===== config.mk =====
export PLATFORM = sky130hd
export DESIGN_NAME = cca_unit
export DESIGN_NICKNAME = d
export VERILOG_FILES = /design/src/verilog/cca_pkg.sv /design/src/verilog/cca_unit.sv
export SDC_FILE = /design/constraint.sdc
export NUM_CORES = 2
export LEC_CHECK = 0
export ABC_AREA = 1
export BUFFER_PORTS_ARGS = -buffer_cell sky130_fd_sc_hd__buf_2
export CAP_MARGIN = 20
export CORE_ASPECT_RATIO = 1.75
export CORE_UTILIZATION = 45
export CTS_CLUSTER_DIAMETER = 80
export CTS_CLUSTER_SIZE = 30
export DETAILED_ROUTE_END_ITERATION = 8
export PLACE_DENSITY = 0.72
export SYNTH_ARGS = -nofsm -noshare
export SYNTH_HDL_FRONTEND = slang
export SYNTH_SLANG_ARGS = --single-unit

===== constraint.sdc =====
create_clock -name clock -period 20.8 [get_ports clock]
set_input_delay 2.08 -clock clock [delete_from_list [all_inputs] [get_ports clock]]
set_output_delay 2.08 -clock clock [all_outputs]
set_load 0.01 [all_outputs]

===== src/verilog/cca_pkg.sv =====
`default_nettype none
package cca_pkg;
  // Word indices of the registers; the byte address is four times the index.
  localparam logic [5:0] A_TCTRL = 6'h00;
  localparam logic [5:0] A_TMR0  = 6'h01;
  localparam logic [5:0] A_RLD0  = 6'h02;
  localparam logic [5:0] A_ISTS  = 6'h05;
  localparam logic [5:0] A_IMSK  = 6'h06;
  localparam logic [5:0] A_PINS  = 6'h07;
  localparam logic [5:0] A_CCFG  = 6'h10;
  localparam logic [5:0] A_CVAL  = 6'h20;
  // Timer control layout: four bits per timer, stagger bit above them.
  localparam int TC_WIDTH = 4;
  localparam int TC_RUN   = 0;
  localparam int TC_SEL   = 1;
  localparam int TC_STG   = 8;
  // Channel configuration layout.
  localparam int CF_MODE  = 0;
  localparam int CF_EDGE  = 3;
  localparam int CF_TSEL  = 5;
  localparam int CF_ONCE  = 6;
  localparam int CF_WIDTH = 7;
  localparam int NCH      = 16;
  localparam int NHALF    = 8;
  localparam int PRE_W    = 12;
  localparam int PRE_STEP = 3;
  localparam logic [15:0] TMR_TOP = 16'hffff;
  localparam logic [31:0] RST_TCTRL = 32'h0000_0000;
  localparam logic [15:0] RST_IMSK  = 16'h0000;
  localparam logic [6:0]  RST_CCFG  = 7'h00;
  typedef enum logic [2:0] {
    CCA_OFF  = 3'h0,
    CCA_CAP  = 3'h1,
    CCA_CMP0 = 3'h2,
    CCA_CMP1 = 3'h3,
    CCA_CMP2 = 3'h4,
    CCA_CMP3 = 3'h5,
    CCA_DBL  = 3'h6
  } cca_mode_e;
  typedef enum logic [2:0] {
    CCA_CLK1   = 3'h0,
    CCA_CLK8   = 3'h1,
    CCA_CLK64  = 3'h2,
    CCA_CLK512 = 3'h3,
    CCA_AUX    = 3'h4,
    CCA_EXT    = 3'h5
  } cca_csel_e;
  localparam logic [1:0] EDGE_RISE = 2'h1;
  localparam logic [1:0] EDGE_FALL = 2'h2;
endpackage : cca_pkg
`default_nettype wire


===== src/verilog/cca_unit.sv =====
// Function
// Sixteen independent capture/compare channels generate and control timing sequences.
// Resolution is one clock; staggered option coarsens it to eight clocks.
// Two 16-bit timers, each with its own reload register, are the time bases.
// Timer clock is a prescaled system clock or the auxiliary timer overflow pulse.
// Timers can also count external count inputs.
// Each channel selects either timer and capture or compare function.
// Each channel owns one pin: capture input or compare output.
// Capture copies the allocated timer into the channel register on the pin event.
// Every capture raises that channel's interrupt request.
// Capture trigger is rising, falling or both edges, per channel.
// Compare channels match against their timer on every count and act on equality.
// Mode 0: interrupt only, several per timer period.
// Mode 1: pin toggles on every match, several per period.
// Mode 2: interrupt only, at most one per timer period.
// Mode 3: pin set on match, cleared on timer overflow, one per period.
// Double register mode: two registers share one pin, either match toggles it.
// Single event option lets any compare mode give one edge or pulse only; the code drops pin_oe on that event, so a new pin level is never driven.
// On overflow a timer reloads from its reload register and keeps counting.
`timescale 1ns/1ps
`default_nettype none
module cca_unit (
  // Clock and reset
  input  wire logic         clock,
  input  wire logic         rst,
  // Avalon-MM slave
  input  wire logic [5:0]   avs_address,
  input  wire logic         avs_read,
  input  wire logic         avs_write,
  input  wire logic [31:0]  avs_writedata,
  input  wire logic [3:0]   avs_byteenable,
  output logic      [31:0]  avs_readdata,
  output logic              avs_waitrequest,
  // Count sources
  input  wire logic         aux_timer_ovf,
  input  wire logic [1:0]   ext_count,
  // Channel pins
  input  wire logic [15:0]  pin_in,
  output logic      [15:0]  pin_out,
  output logic      [15:0]  pin_oe,
  // Interrupt
  output logic              irq
);

  typedef struct packed {
    logic [cca_pkg::PRE_W-1:0]                   pre;
    logic [1:0][15:0]                            tmr;
    logic [1:0][15:0]                            rld;
    logic [31:0]                                 tctrl;
    logic [1:0]                                  cnt_d;
    logic [1:0]                                  ovf_d;
    logic [1:0]                                  ext_d;
    logic [cca_pkg::NCH-1:0][15:0]               cval;
    logic [cca_pkg::NCH-1:0][cca_pkg::CF_WIDTH-1:0] ccfg;
    logic [15:0]                                 done;
    logic [15:0]                                 pin;
    logic [15:0]                                 pin_d;
    logic [15:0]                                 ists;
    logic [15:0]                                 imsk;
    logic                                        ack;
    logic [31:0]                                 rdata;
  } cca_state_s;

  cca_state_s st_r;
  cca_state_s st_nxt;

  function automatic logic [31:0] cca_merge(input logic [31:0] old, input logic [31:0] wd, input logic [3:0] be);
    logic [31:0] m;
    m = {{8{be[3]}}, {8{be[2]}}, {8{be[1]}}, {8{be[0]}}};
    return (old & ~m) | (wd & m);
  endfunction : cca_merge

  always_comb begin
    logic [3:0]         tc;
    logic [3:0]         n;
    logic [cca_pkg::PRE_W-1:0] msk;
    logic [1:0]         tick;
    logic [15:0]        ev;
    logic [31:0]        m32;
    logic [2:0]         md;
    logic               ts;
    logic               hit;
    logic               mt;
    logic [3:0]         pi;
    logic [1:0]         eg;
    tc     = 4'h0;
    n      = 4'h0;
    msk    = '0;
    tick   = 2'h0;
    ev     = 16'h0000;
    m32    = 32'h0000_0000;
    md     = 3'h0;
    ts     = 1'b0;
    hit    = 1'b0;
    mt     = 1'b0;
    pi     = 4'h0;
    eg     = 2'h0;
    st_nxt = st_r;
    st_nxt.pre   = st_r.pre + 12'h001;
    st_nxt.ext_d = ext_count;
    st_nxt.pin_d = pin_in;

    // Time bases.
    for (int t = 0; t < 2; t++) begin
      tc = st_r.tctrl[t*cca_pkg::TC_WIDTH +: cca_pkg::TC_WIDTH];
      // Prescaled ticks: the divider is 8 to the power of the select, and
      // staggered operation multiplies it by a further eight.
      n = 4'(tc[cca_pkg::TC_SEL +: 3] * cca_pkg::PRE_STEP);
      if (st_r.tctrl[cca_pkg::TC_STG]) begin
        n = n + 4'(cca_pkg::PRE_STEP);
      end
      // One free-running prescaler serves both timers, so the first tick after
      // a start can come early by up to one divider period.
      msk = cca_pkg::PRE_W'((1 << n) - 1);
      unique case (tc[cca_pkg::TC_SEL +: 3])
        cca_pkg::CCA_CLK1, cca_pkg::CCA_CLK8,
        cca_pkg::CCA_CLK64, cca_pkg::CCA_CLK512: begin
          tick[t] = &(st_r.pre | ~msk);
        end
        cca_pkg::CCA_AUX: begin
          tick[t] = aux_timer_ovf;
        end
        cca_pkg::CCA_EXT: begin
          // The external input is taken as synchronous; only its rising edge counts.
          tick[t] = ext_count[t] & ~st_r.ext_d[t];
        end
        default: begin
          tick[t] = 1'b0;
        end
      endcase
      st_nxt.cnt_d[t] = 1'b0;
      st_nxt.ovf_d[t] = 1'b0;
      if (tc[cca_pkg::TC_RUN] && tick[t]) begin
        st_nxt.cnt_d[t] = 1'b1;
        if (st_r.tmr[t] == cca_pkg::TMR_TOP) begin
          st_nxt.tmr[t]   = st_r.rld[t];
          st_nxt.ovf_d[t] = 1'b1;
        end else begin
          st_nxt.tmr[t] = st_r.tmr[t] + 16'h0001;
        end
      end
    end

    // Register bus: one wait state, the access completes when ack is high.
    st_nxt.ack = (avs_read || avs_write) && !st_r.ack;
    if ((avs_read || avs_write) && !st_r.ack) begin
      st_nxt.rdata = 32'h0000_0000;
      // Read data is latched in the wait cycle so that it comes from a flop;
      // words that no register claims read as zero.
      case (avs_address)
        cca_pkg::A_TCTRL: begin
          st_nxt.rdata = st_r.tctrl;
        end
        cca_pkg::A_ISTS: begin
          st_nxt.rdata = {16'h0000, st_r.ists};
        end
        cca_pkg::A_IMSK: begin
          st_nxt.rdata = {16'h0000, st_r.imsk};
        end
        cca_pkg::A_PINS: begin
          st_nxt.rdata = {16'h0000, st_r.pin};
        end
        default: begin
          st_nxt.rdata = 32'h0000_0000;
        end
      endcase
      for (int t = 0; t < 2; t++) begin
        if (avs_address == 6'(cca_pkg::A_TMR0 + 2*t)) begin
          st_nxt.rdata = {16'h0000, st_r.tmr[t]};
        end
        if (avs_address == 6'(cca_pkg::A_RLD0 + 2*t)) begin
          st_nxt.rdata = {16'h0000, st_r.rld[t]};
        end
      end
      for (int i = 0; i < cca_pkg::NCH; i++) begin
        if (avs_address == 6'(cca_pkg::A_CCFG + i)) begin
          st_nxt.rdata = {25'h0000000, st_r.ccfg[i]};
        end
        if (avs_address == 6'(cca_pkg::A_CVAL + i)) begin
          st_nxt.rdata = {16'h0000, st_r.cval[i]};
        end
      end
    end
    // Writes take effect at the edge after the wait cycle, the one where the bus
    // master samples waitrequest low.
    if (avs_write && st_r.ack) begin
      m32 = cca_merge(32'h0000_0000, avs_writedata, avs_byteenable);
      if (avs_address == cca_pkg::A_TCTRL) begin
        st_nxt.tctrl = cca_merge(st_r.tctrl, avs_writedata, avs_byteenable) & 32'h0000_01ff;
      end
      // Status bits are write-one-to-clear; the event merge below keeps a
      // coincident set.
      if (avs_address == cca_pkg::A_ISTS) begin
        st_nxt.ists = st_r.ists & ~m32[15:0];
      end
      if (avs_address == cca_pkg::A_IMSK) begin
        st_nxt.imsk = 16'(cca_merge({16'h0000, st_r.imsk}, avs_writedata, avs_byteenable));
      end
      for (int t = 0; t < 2; t++) begin
        // A software write to a timer wins over a count in the same cycle.
        if (avs_address == 6'(cca_pkg::A_TMR0 + 2*t)) begin
          st_nxt.tmr[t] = 16'(cca_merge({16'h0000, st_r.tmr[t]}, avs_writedata, avs_byteenable));
        end
        if (avs_address == 6'(cca_pkg::A_RLD0 + 2*t)) begin
          st_nxt.rld[t] = 16'(cca_merge({16'h0000, st_r.rld[t]}, avs_writedata, avs_byteenable));
        end
      end
      for (int i = 0; i < cca_pkg::NCH; i++) begin
        if (avs_address == 6'(cca_pkg::A_CCFG + i)) begin
          st_nxt.ccfg[i] = cca_pkg::CF_WIDTH'(cca_merge({25'h0000000, st_r.ccfg[i]}, avs_writedata,
                                                         avs_byteenable));
          st_nxt.done[i] = 1'b0;
        end
        if (avs_address == 6'(cca_pkg::A_CVAL + i)) begin
          st_nxt.cval[i] = 16'(cca_merge({16'h0000, st_r.cval[i]}, avs_writedata, avs_byteenable));
        end
      end
    end

    // Channels. Hardware events override bus writes in the same cycle.
    for (int i = 0; i < cca_pkg::NCH; i++) begin
      md = st_r.ccfg[i][cca_pkg::CF_MODE +: 3];
      ts = st_r.ccfg[i][cca_pkg::CF_TSEL];
      eg = st_r.ccfg[i][cca_pkg::CF_EDGE +: 2];
      pi = 4'(i + cca_pkg::NHALF);
      // A timer overflow opens a new period: the once-per-period flag is
      // rearmed for the next cycle and a mode 3 pin returns low; a match in this cycle still tests the old flag.
      if (st_r.ovf_d[ts]) begin
        st_nxt.done[i] = 1'b0;
        if (md == cca_pkg::CCA_CMP3) begin
          st_nxt.pin[i] = 1'b0;
        end
      end
      // The edge detector samples every pin each cycle in any mode, so a pin that is
      // already high when capture is enabled reads as no edge.
      hit = (eg[0] && pin_in[i] && !st_r.pin_d[i]) || (eg[1] && !pin_in[i] && st_r.pin_d[i]);
      // Compare only on the cycle after a count, so each timer value is seen once.
      mt = st_r.cnt_d[ts] && (st_r.tmr[ts] == st_r.cval[i]);
      // In double register mode the lower channel also watches its partner
      // eight places up; the upper channel's own mode is left to software.
      if (md == cca_pkg::CCA_DBL && i < cca_pkg::NHALF) begin
        mt = mt || (st_r.cnt_d[ts] && st_r.tmr[ts] == st_r.cval[pi]);
      end
      unique case (md)
        cca_pkg::CCA_CAP: begin
          if (hit) begin
            st_nxt.cval[i] = st_r.tmr[ts];
            ev[i] = 1'b1;
          end
        end
        cca_pkg::CCA_CMP0: begin
          ev[i] = mt;
        end
        cca_pkg::CCA_CMP1: begin
          if (mt) begin
            st_nxt.pin[i] = ~st_r.pin[i];
            ev[i] = 1'b1;
          end
        end
        cca_pkg::CCA_CMP2: begin
          if (mt && !st_r.done[i]) begin
            st_nxt.done[i] = 1'b1;
            ev[i] = 1'b1;
          end
        end
        cca_pkg::CCA_CMP3: begin
          if (mt && !st_r.done[i]) begin
            st_nxt.done[i] = 1'b1;
            st_nxt.pin[i]  = 1'b1;
            ev[i] = 1'b1;
          end
        end
        cca_pkg::CCA_DBL: begin
          if (mt && i < cca_pkg::NHALF) begin
            st_nxt.pin[i] = ~st_r.pin[i];
            ev[i] = 1'b1;
          end
        end
        default: begin
          ev[i] = 1'b0;
        end
      endcase
      // A single event channel switches itself off and releases its pin; pin_out keeps the new level;
      // software rearms it by writing the mode again.
      if (ev[i] && md != cca_pkg::CCA_CAP && st_r.ccfg[i][cca_pkg::CF_ONCE]) begin
        st_nxt.ccfg[i][cca_pkg::CF_MODE +: 3] = cca_pkg::CCA_OFF;
      end
    end
    // Set wins over a write-one-to-clear in the same cycle.
    st_nxt.ists = st_nxt.ists | ev;
  end

  always_ff @(posedge clock or posedge rst) begin
    if (rst) begin
      st_r.pre   <= '0;
      st_r.tmr   <= '0;
      st_r.rld   <= '0;
      st_r.tctrl <= cca_pkg::RST_TCTRL;
      st_r.cnt_d <= 2'h0;
      st_r.ovf_d <= 2'h0;
      st_r.ext_d <= 2'h0;
      st_r.cval  <= '0;
      st_r.ccfg  <= {cca_pkg::NCH{cca_pkg::RST_CCFG}};
      st_r.done  <= 16'h0000;
      st_r.pin   <= 16'h0000;
      st_r.pin_d <= 16'h0000;
      st_r.ists  <= 16'h0000;
      st_r.imsk  <= cca_pkg::RST_IMSK;
      st_r.ack   <= 1'b0;
      st_r.rdata <= 32'h0000_0000;
    end else begin
      st_r <= st_nxt;
    end
  end

  // Pin direction follows the channel mode; capture and interrupt-only
  // modes leave the pin to the outside world.
  always_comb begin
    logic [2:0] md;
    md = 3'h0;
    for (int i = 0; i < cca_pkg::NCH; i++) begin
      md = st_r.ccfg[i][cca_pkg::CF_MODE +: 3];
      case (md)
        cca_pkg::CCA_CMP1, cca_pkg::CCA_CMP3: begin
          pin_oe[i] = 1'b1;
        end
        cca_pkg::CCA_DBL: begin
          // Only the lower half drives in double register mode.
          pin_oe[i] = (i < cca_pkg::NHALF);
        end
        default: begin
          pin_oe[i] = 1'b0;
        end
      endcase
    end
  end

  assign pin_out         = st_r.pin;
  assign avs_readdata    = st_r.rdata;
  assign avs_waitrequest = (avs_read || avs_write) && !st_r.ack;
  assign irq             = |(st_r.ists & st_r.imsk);

endmodule : cca_unit
`default_nettype wire


== Word-level counts from Yosys, hierarchy flattened ==
Index checks and enable logic that the tools add are counted.

* Input port bits: 65
* Register bits after elaboration: 572

* Shifts and indexed selects: 2
* Reduce and logical (&&, ||, !) cells: 330
* Equal/unequal tests: 179
* Multiplexer cells: 469
* $add $sub $neg: 7
* Bitwise gates (word level): 106
* $lt $le $gt $ge: 16
* $mul: 2

{| class="wikitable"
|+ Operators with widths
! cell !! count
|-
| two-way mux 16 bit || 90
|-
| two-way mux 32 bit || 37
|-
| AND 16 bit || 24
|-
| == test 16 bit || 24
|-
| two-way mux 384 bit || 1
|-
| OR 16 bit || 22
|-
| two-way mux 1 bit || 270
|-
| logical AND 1 bit || 140
|-
| == test 3 bit (second input constant) || 44
|-
| AND 7 bit || 16
|-
| two-way mux 7 bit || 16
|-
| OR 7 bit || 16
|-
| == test 3 x 2 -> 1 bit (second input constant) || 36
|-
| == test 6 x 5 -> 1 bit (second input constant) || 16
|-
| == test 6 bit (second input constant) || 16
|-
| two-way mux 96 bit || 1
|-
| AND reduction 2 bit || 36
|-
| case mux 1 bit (4 select lines) || 16
|-
| case mux 16 bit (4 select lines) || 1
|-
| nonzero test 2 bit || 32
|-
| OR reduction 2 bit || 32
|-
| == test 3 x 1 -> 1 bit (second input constant) || 18
|-
| zero test 1 bit || 49
|-
| two-way mux 3 bit || 16
|-
| other kinds (30) || 142
|}

== Longest topological paths before layout ==
* Depth in word-level cells: 38
* Depth in mapped cells: 26
* Gate-level depth less buffers: 25

== Worst setup path before layout ==
Ideal clock, no wire load.

* Kind: input port to output port
* From: in avs_write
* To: out avs_waitrequest
* Path slack: 16.032 ns
* Arrival time: 2.688 ns
* Stages: 3
* Data required time: 18.720 ns
* Path buffers: 1
* Path through: nor2_1 > nor2_1 > clkbuf_1

* Word-level cells in the longest chain between the ends: 2

{| class="wikitable"
|+ RTL lines
! item !! line !! RTL
|-
| start: declaration || cca_unit.sv:29 || <nowiki>input wire logic avs_write,</nowiki>
|-
| logical OR 1 bit || cca_unit.sv:340 || <nowiki>assign avs_waitrequest = (avs_read || avs_write) && !st_r.ack;</nowiki>
|-
| logical AND 1 bit || cca_unit.sv:340 ||
|-
| end: declaration || cca_unit.sv:33 || <nowiki>output logic avs_waitrequest,</nowiki>
|}

No other way between the ends.

== Final worst setup path ==
* From: in avs_address[1]
* To: reg st_r (netlist bit avs_readdata[7])

* Word-level cells in the longest chain between the ends: 38

{| class="wikitable"
|+ RTL lines
! item !! line !! RTL
|-
| start: declaration || cca_unit.sv:27 || <nowiki>input wire logic [5:0] avs_address,</nowiki>
|-
| == test 6 x 3 -> 1 bit or zero test 6 bit (tied branches) || cca_unit.sv:150 || <nowiki>case (avs_address)</nowiki>
|-
| case mux 16 bit (4 select lines) || cca_unit.sv:150 ||
|-
| two-way mux 32 bit || cca_unit.sv:168 || <nowiki>if (avs_address == 6'(cca_pkg::A_TMR0 + 2*t)) begin</nowiki>
|-
| two-way mux 32 bit || cca_unit.sv:171 || <nowiki>if (avs_address == 6'(cca_pkg::A_RLD0 + 2*t)) begin</nowiki>
|-
| two-way mux 32 bit || cca_unit.sv:168 ||
|-
| two-way mux 32 bit || cca_unit.sv:171 ||
|-
| two-way mux 32 bit || cca_unit.sv:176 || <nowiki>if (avs_address == 6'(cca_pkg::A_CCFG + i)) begin</nowiki>
|-
| two-way mux 32 bit || cca_unit.sv:179 || <nowiki>if (avs_address == 6'(cca_pkg::A_CVAL + i)) begin</nowiki>
|-
| (+22 left out) || n/a ||
|-
| two-way mux 32 bit || cca_unit.sv:176 ||
|-
| two-way mux 32 bit || cca_unit.sv:179 ||
|-
| two-way mux 32 bit || cca_unit.sv:176 ||
|-
| two-way mux 32 bit || cca_unit.sv:179 ||
|-
| two-way mux 32 bit || cca_unit.sv:176 ||
|-
| two-way mux 32 bit || cca_unit.sv:179 ||
|-
| two-way mux 32 bit || cca_unit.sv:176 ||
|-
| two-way mux 32 bit * || cca_unit.sv:179 ||
|-
| end signal: assignment || cca_unit.sv:312 || <nowiki>st_r <= st_nxt;</nowiki>
|-
| end: declaration || cca_unit.sv:64 || <nowiki>cca_state_s st_r;</nowiki>
|}

Every way passes the cells marked *; elsewhere a longest branch is shown, timed or not.
A chain may end at the register's enable or synchronous reset.

==> results.sh <==
export IMPL_outcome="completed"
export IMPL_synth_warnings=0
export IMPL_post_cts_buffers=0
export IMPL_seq_area_frac_synth_pct=35.4
export IMPL_gp_congestion=1.08
export IMPL_grt_max_degree=115
export IMPL_grt_pass1_wl_mm=301
export IMPL_startpoint_type="input pin"
export IMPL_hp_class="reg -> reg"
export IMPL_hold_viol=0
export IMPL_clk_pin_slew_worst_paths_ns=0.13
export IMPL_slew_headroom_pct=15.6
export IMPL_ios=131
export IMPL_nFillCells=9071
export IMPL_cap_violations=0
export IMPL_drtIter0Drc=7542
export IMPL_syn_inst=5763
export IMPL_synth_edf_count=0
export IMPL_initial_core_util_pct=45.4
export IMPL_drc=0
export IMPL_vias_per_cell=6.58
export IMPL_max_vdd_ir_drop_mv=0.0745
export IMPL_postLayoutCoreUtil_pct=48.4
export IMPL_required_ns=21.38
export IMPL_place_area_sq_um=40600
export IMPL_die_area_sq_um=88600
export IMPL_clockBufferDepth=3
export IMPL_area_delta_synth_final_pct=6.50
export IMPL_finalClockSkew_ns=0.0375
export IMPL_rr_startpoint="pin_out[7]"
export IMPL_crit_fanout=25
export IMPL_multi_input_area_sq_um=21700
export IMPL_ant_nets=0
export IMPL_finalInstanceArea_sq_um=41900
export IMPL_totalWireLength_mm=218
export IMPL_final_common_cell="nand2_1"
export IMPL_via_count=45200
export IMPL_cts_tree="yes"
export IMPL_p_leak_nw=18.5
export IMPL_async_reset_ff_share_pct=100
export IMPL_die_h_microns=393
export IMPL_final_cell_mix="nand2_1 (1,411), o21ai_0 (740), inv_1 (554), dfrtp_1 (554), nor2_1 (476)"
export IMPL_firstDrtPassIters=7
export IMPL_fin_setup_tns_ns=0
export IMPL_setup_violations=0
export IMPL_cts_hold_buf=0
export IMPL_synth_flop_cell="dfrtp_1"
export IMPL_core_sq_um=86600
export IMPL_regArea_sq_um=13900
export IMPL_crit_arrival_ns=8.07
export IMPL_syn_area_sq_um=39300
export IMPL_drive_above_1_share_pct=6.28
export IMPL_cts_resized=0
export IMPL_post_route_period_util_pct=36.0
export IMPL_slew_violations=0
export IMPL_numCtsBuffers=30
export IMPL_h_tree_depth=1
export IMPL_die_x_microns=225
export IMPL_overflow=0
export IMPL_port_buffers=96
export IMPL_path_class="in -> reg"
export IMPL_tightest_slew_ns=1.27
export IMPL_routedWlPerCell_microns=31.7
export IMPL_end_kind="flop"
export IMPL_holdCritStartpoint="avs_readdata[6]"
export IMPL_cts_root_buffer="clkbuf_16"
export IMPL_grt_pass1_vias=40700
export IMPL_nNetsFinal=5760
export IMPL_powerDensity_nw_per_um2=73.4
export IMPL_rsz0062_at_grt="false"
export IMPL_crit_path_start="avs_address[1]"
export IMPL_synth_seq_cells=556
export IMPL_clock_fmax_mhz=133
export IMPL_fin_crit_ns=7.50
export IMPL_dp_hpwl_mm=150
export IMPL_grt_use_total_pct=48.8
export IMPL_clock_latency_ns=0.71
export IMPL_synth_cell_types=63
export IMPL_synth_avg_cell_area_sq_um=6.82
export IMPL_rows=143
export IMPL_cts_sinks=556
export IMPL_antenna_found_initial=31
## cell type report
type,instances,share of cell area [%]
Multi-Input combinational cell,4271,51.9
Clock buffer,32,1.86
Tap cell,1160,3.47
Antenna cell,26,0.155
Timing Repair Buffer,210,3.32
Sequential cell,556,33.2
Inverter,592,5.32
Clock inverter,23,0.789
## stage by stage
stage / cells / hold slack [ns] / setup WS [ns] / total power [mW]
2_1_floorplan: 5778 / 0.449 / 3.17 / 1.85
3_3_place_gp: 6781 / 0.468 / 13.71 / 2.20
3_5_place_dp: 6781 / 0.461 / 13.67 / 2.22
4_1_cts: 6836 / 0.502 / 14.40 / 2.99
5_1_grt: 6847 / 0.525 / 13.28 / 3.14
6_report: 6870 / 0.504 / 13.30 / 3.07
## worst paths after layout
check | slack, ns | cells past startpoint | endpoint
worst max-delay path | 13.30 | 17 | avs_readdata[7]
worst min-delay path | 0.50 | 2 | avs_readdata[6]
worst max register to register | 15.24 | 14 | avs_readdata[7]
worst min register to register | 0.50 | 2 | avs_readdata[6]
max in group asynchronous | 16.74 | 4 | st_r[469]
min in group asynchronous | 1.52 | 2 | st_r[241]
## metal layers
metal	vias up	wire length (microns)	track usage, %
li1	19100	-	-
met1	21000	67700	52.9
met2	3786	90500	71.3
met3	1303	29000	16.0
met4	16	30400	53.7
met5	-	101	0
## cell families after synthesis
logic type | count (synthesis) | synth area share, %
other | 1 | 0.00954
muxes | 3 | 0.0764
AOI/OAI and AO/OA | 1566 | 22.7
buffers and inverters | 951 | 9.68
xor gates and xnor gates | 245 | 5.54
and+or+nand+nor | 2407 | 25.5
adders and majority gates | 34 | 1.12
DFF | 556 | 35.4
## Yosys cell counts (4+ instances only)
master	instances	area share (%)
dfrtp_1	556	35
o211ai_1	47	0.90
nand2_1	1412	13
clkinv_1	14	0.13
nor3b_1	5	0.095
nor4_1	34	0.54
nand3_1	182	2.3
xor2_1	189	4.2
a31oi_1	69	1.1
buf_2	25	0.32
nand3b_1	13	0.25
o31ai_1	8	0.15
or2_2	40	0.64
clkbuf_1	264	2.5
buf_4	51	0.97
a21oi_1	348	4.4
nor2_1	488	4.7
nor3_1	91	1.2
inv_2	18	0.17
a22oi_1	23	0.44
a221oi_1	46	1.0
a211o_1	9	0.20
inv_1	560	5.3
o22ai_1	73	1.2
a211oi_1	22	0.42
o311ai_1	5	0.11
xnor2_1	53	1.2
o21ai_1	58	0.74
nand4_1	127	2.0
buf_1	17	0.16
o221ai_1	35	0.78
ha_1	32	1.0
a2111oi_0	4	0.089
o21ai_0	742	9.4
o2111ai_1	54	1.2
## critical path: stages
cell and delay (ns):
buf_2 0.16, nor2_1 0.12, buf_4 0.21, nand2_1 0.52
nor2_1 0.26, buf_4 0.35, inv_2 0.23, o21ai_0 0.43
nand3_1 0.56, a221oi_1 0.67, o2111ai_1 0.61, a21oi_1 0.59
o2111ai_1 0.33, nor2_1 0.36, nand3_1 0.14, nor3_1 0.33
nor2_1 0.07
## power breakdown
| part | leakage [nW] | internal, mW | total, mW | switching (mW) |
|---|---|---|---|---|
| registers | 6.81 | 1.18 | 1.32 | 0.134 |
| clock network | 0.538 | 0.315 | 0.801 | 0.486 |
| logic | 11.1 | 0.266 | 0.958 | 0.692 |
No activity file was read; power rests on OpenSTA's default activity.
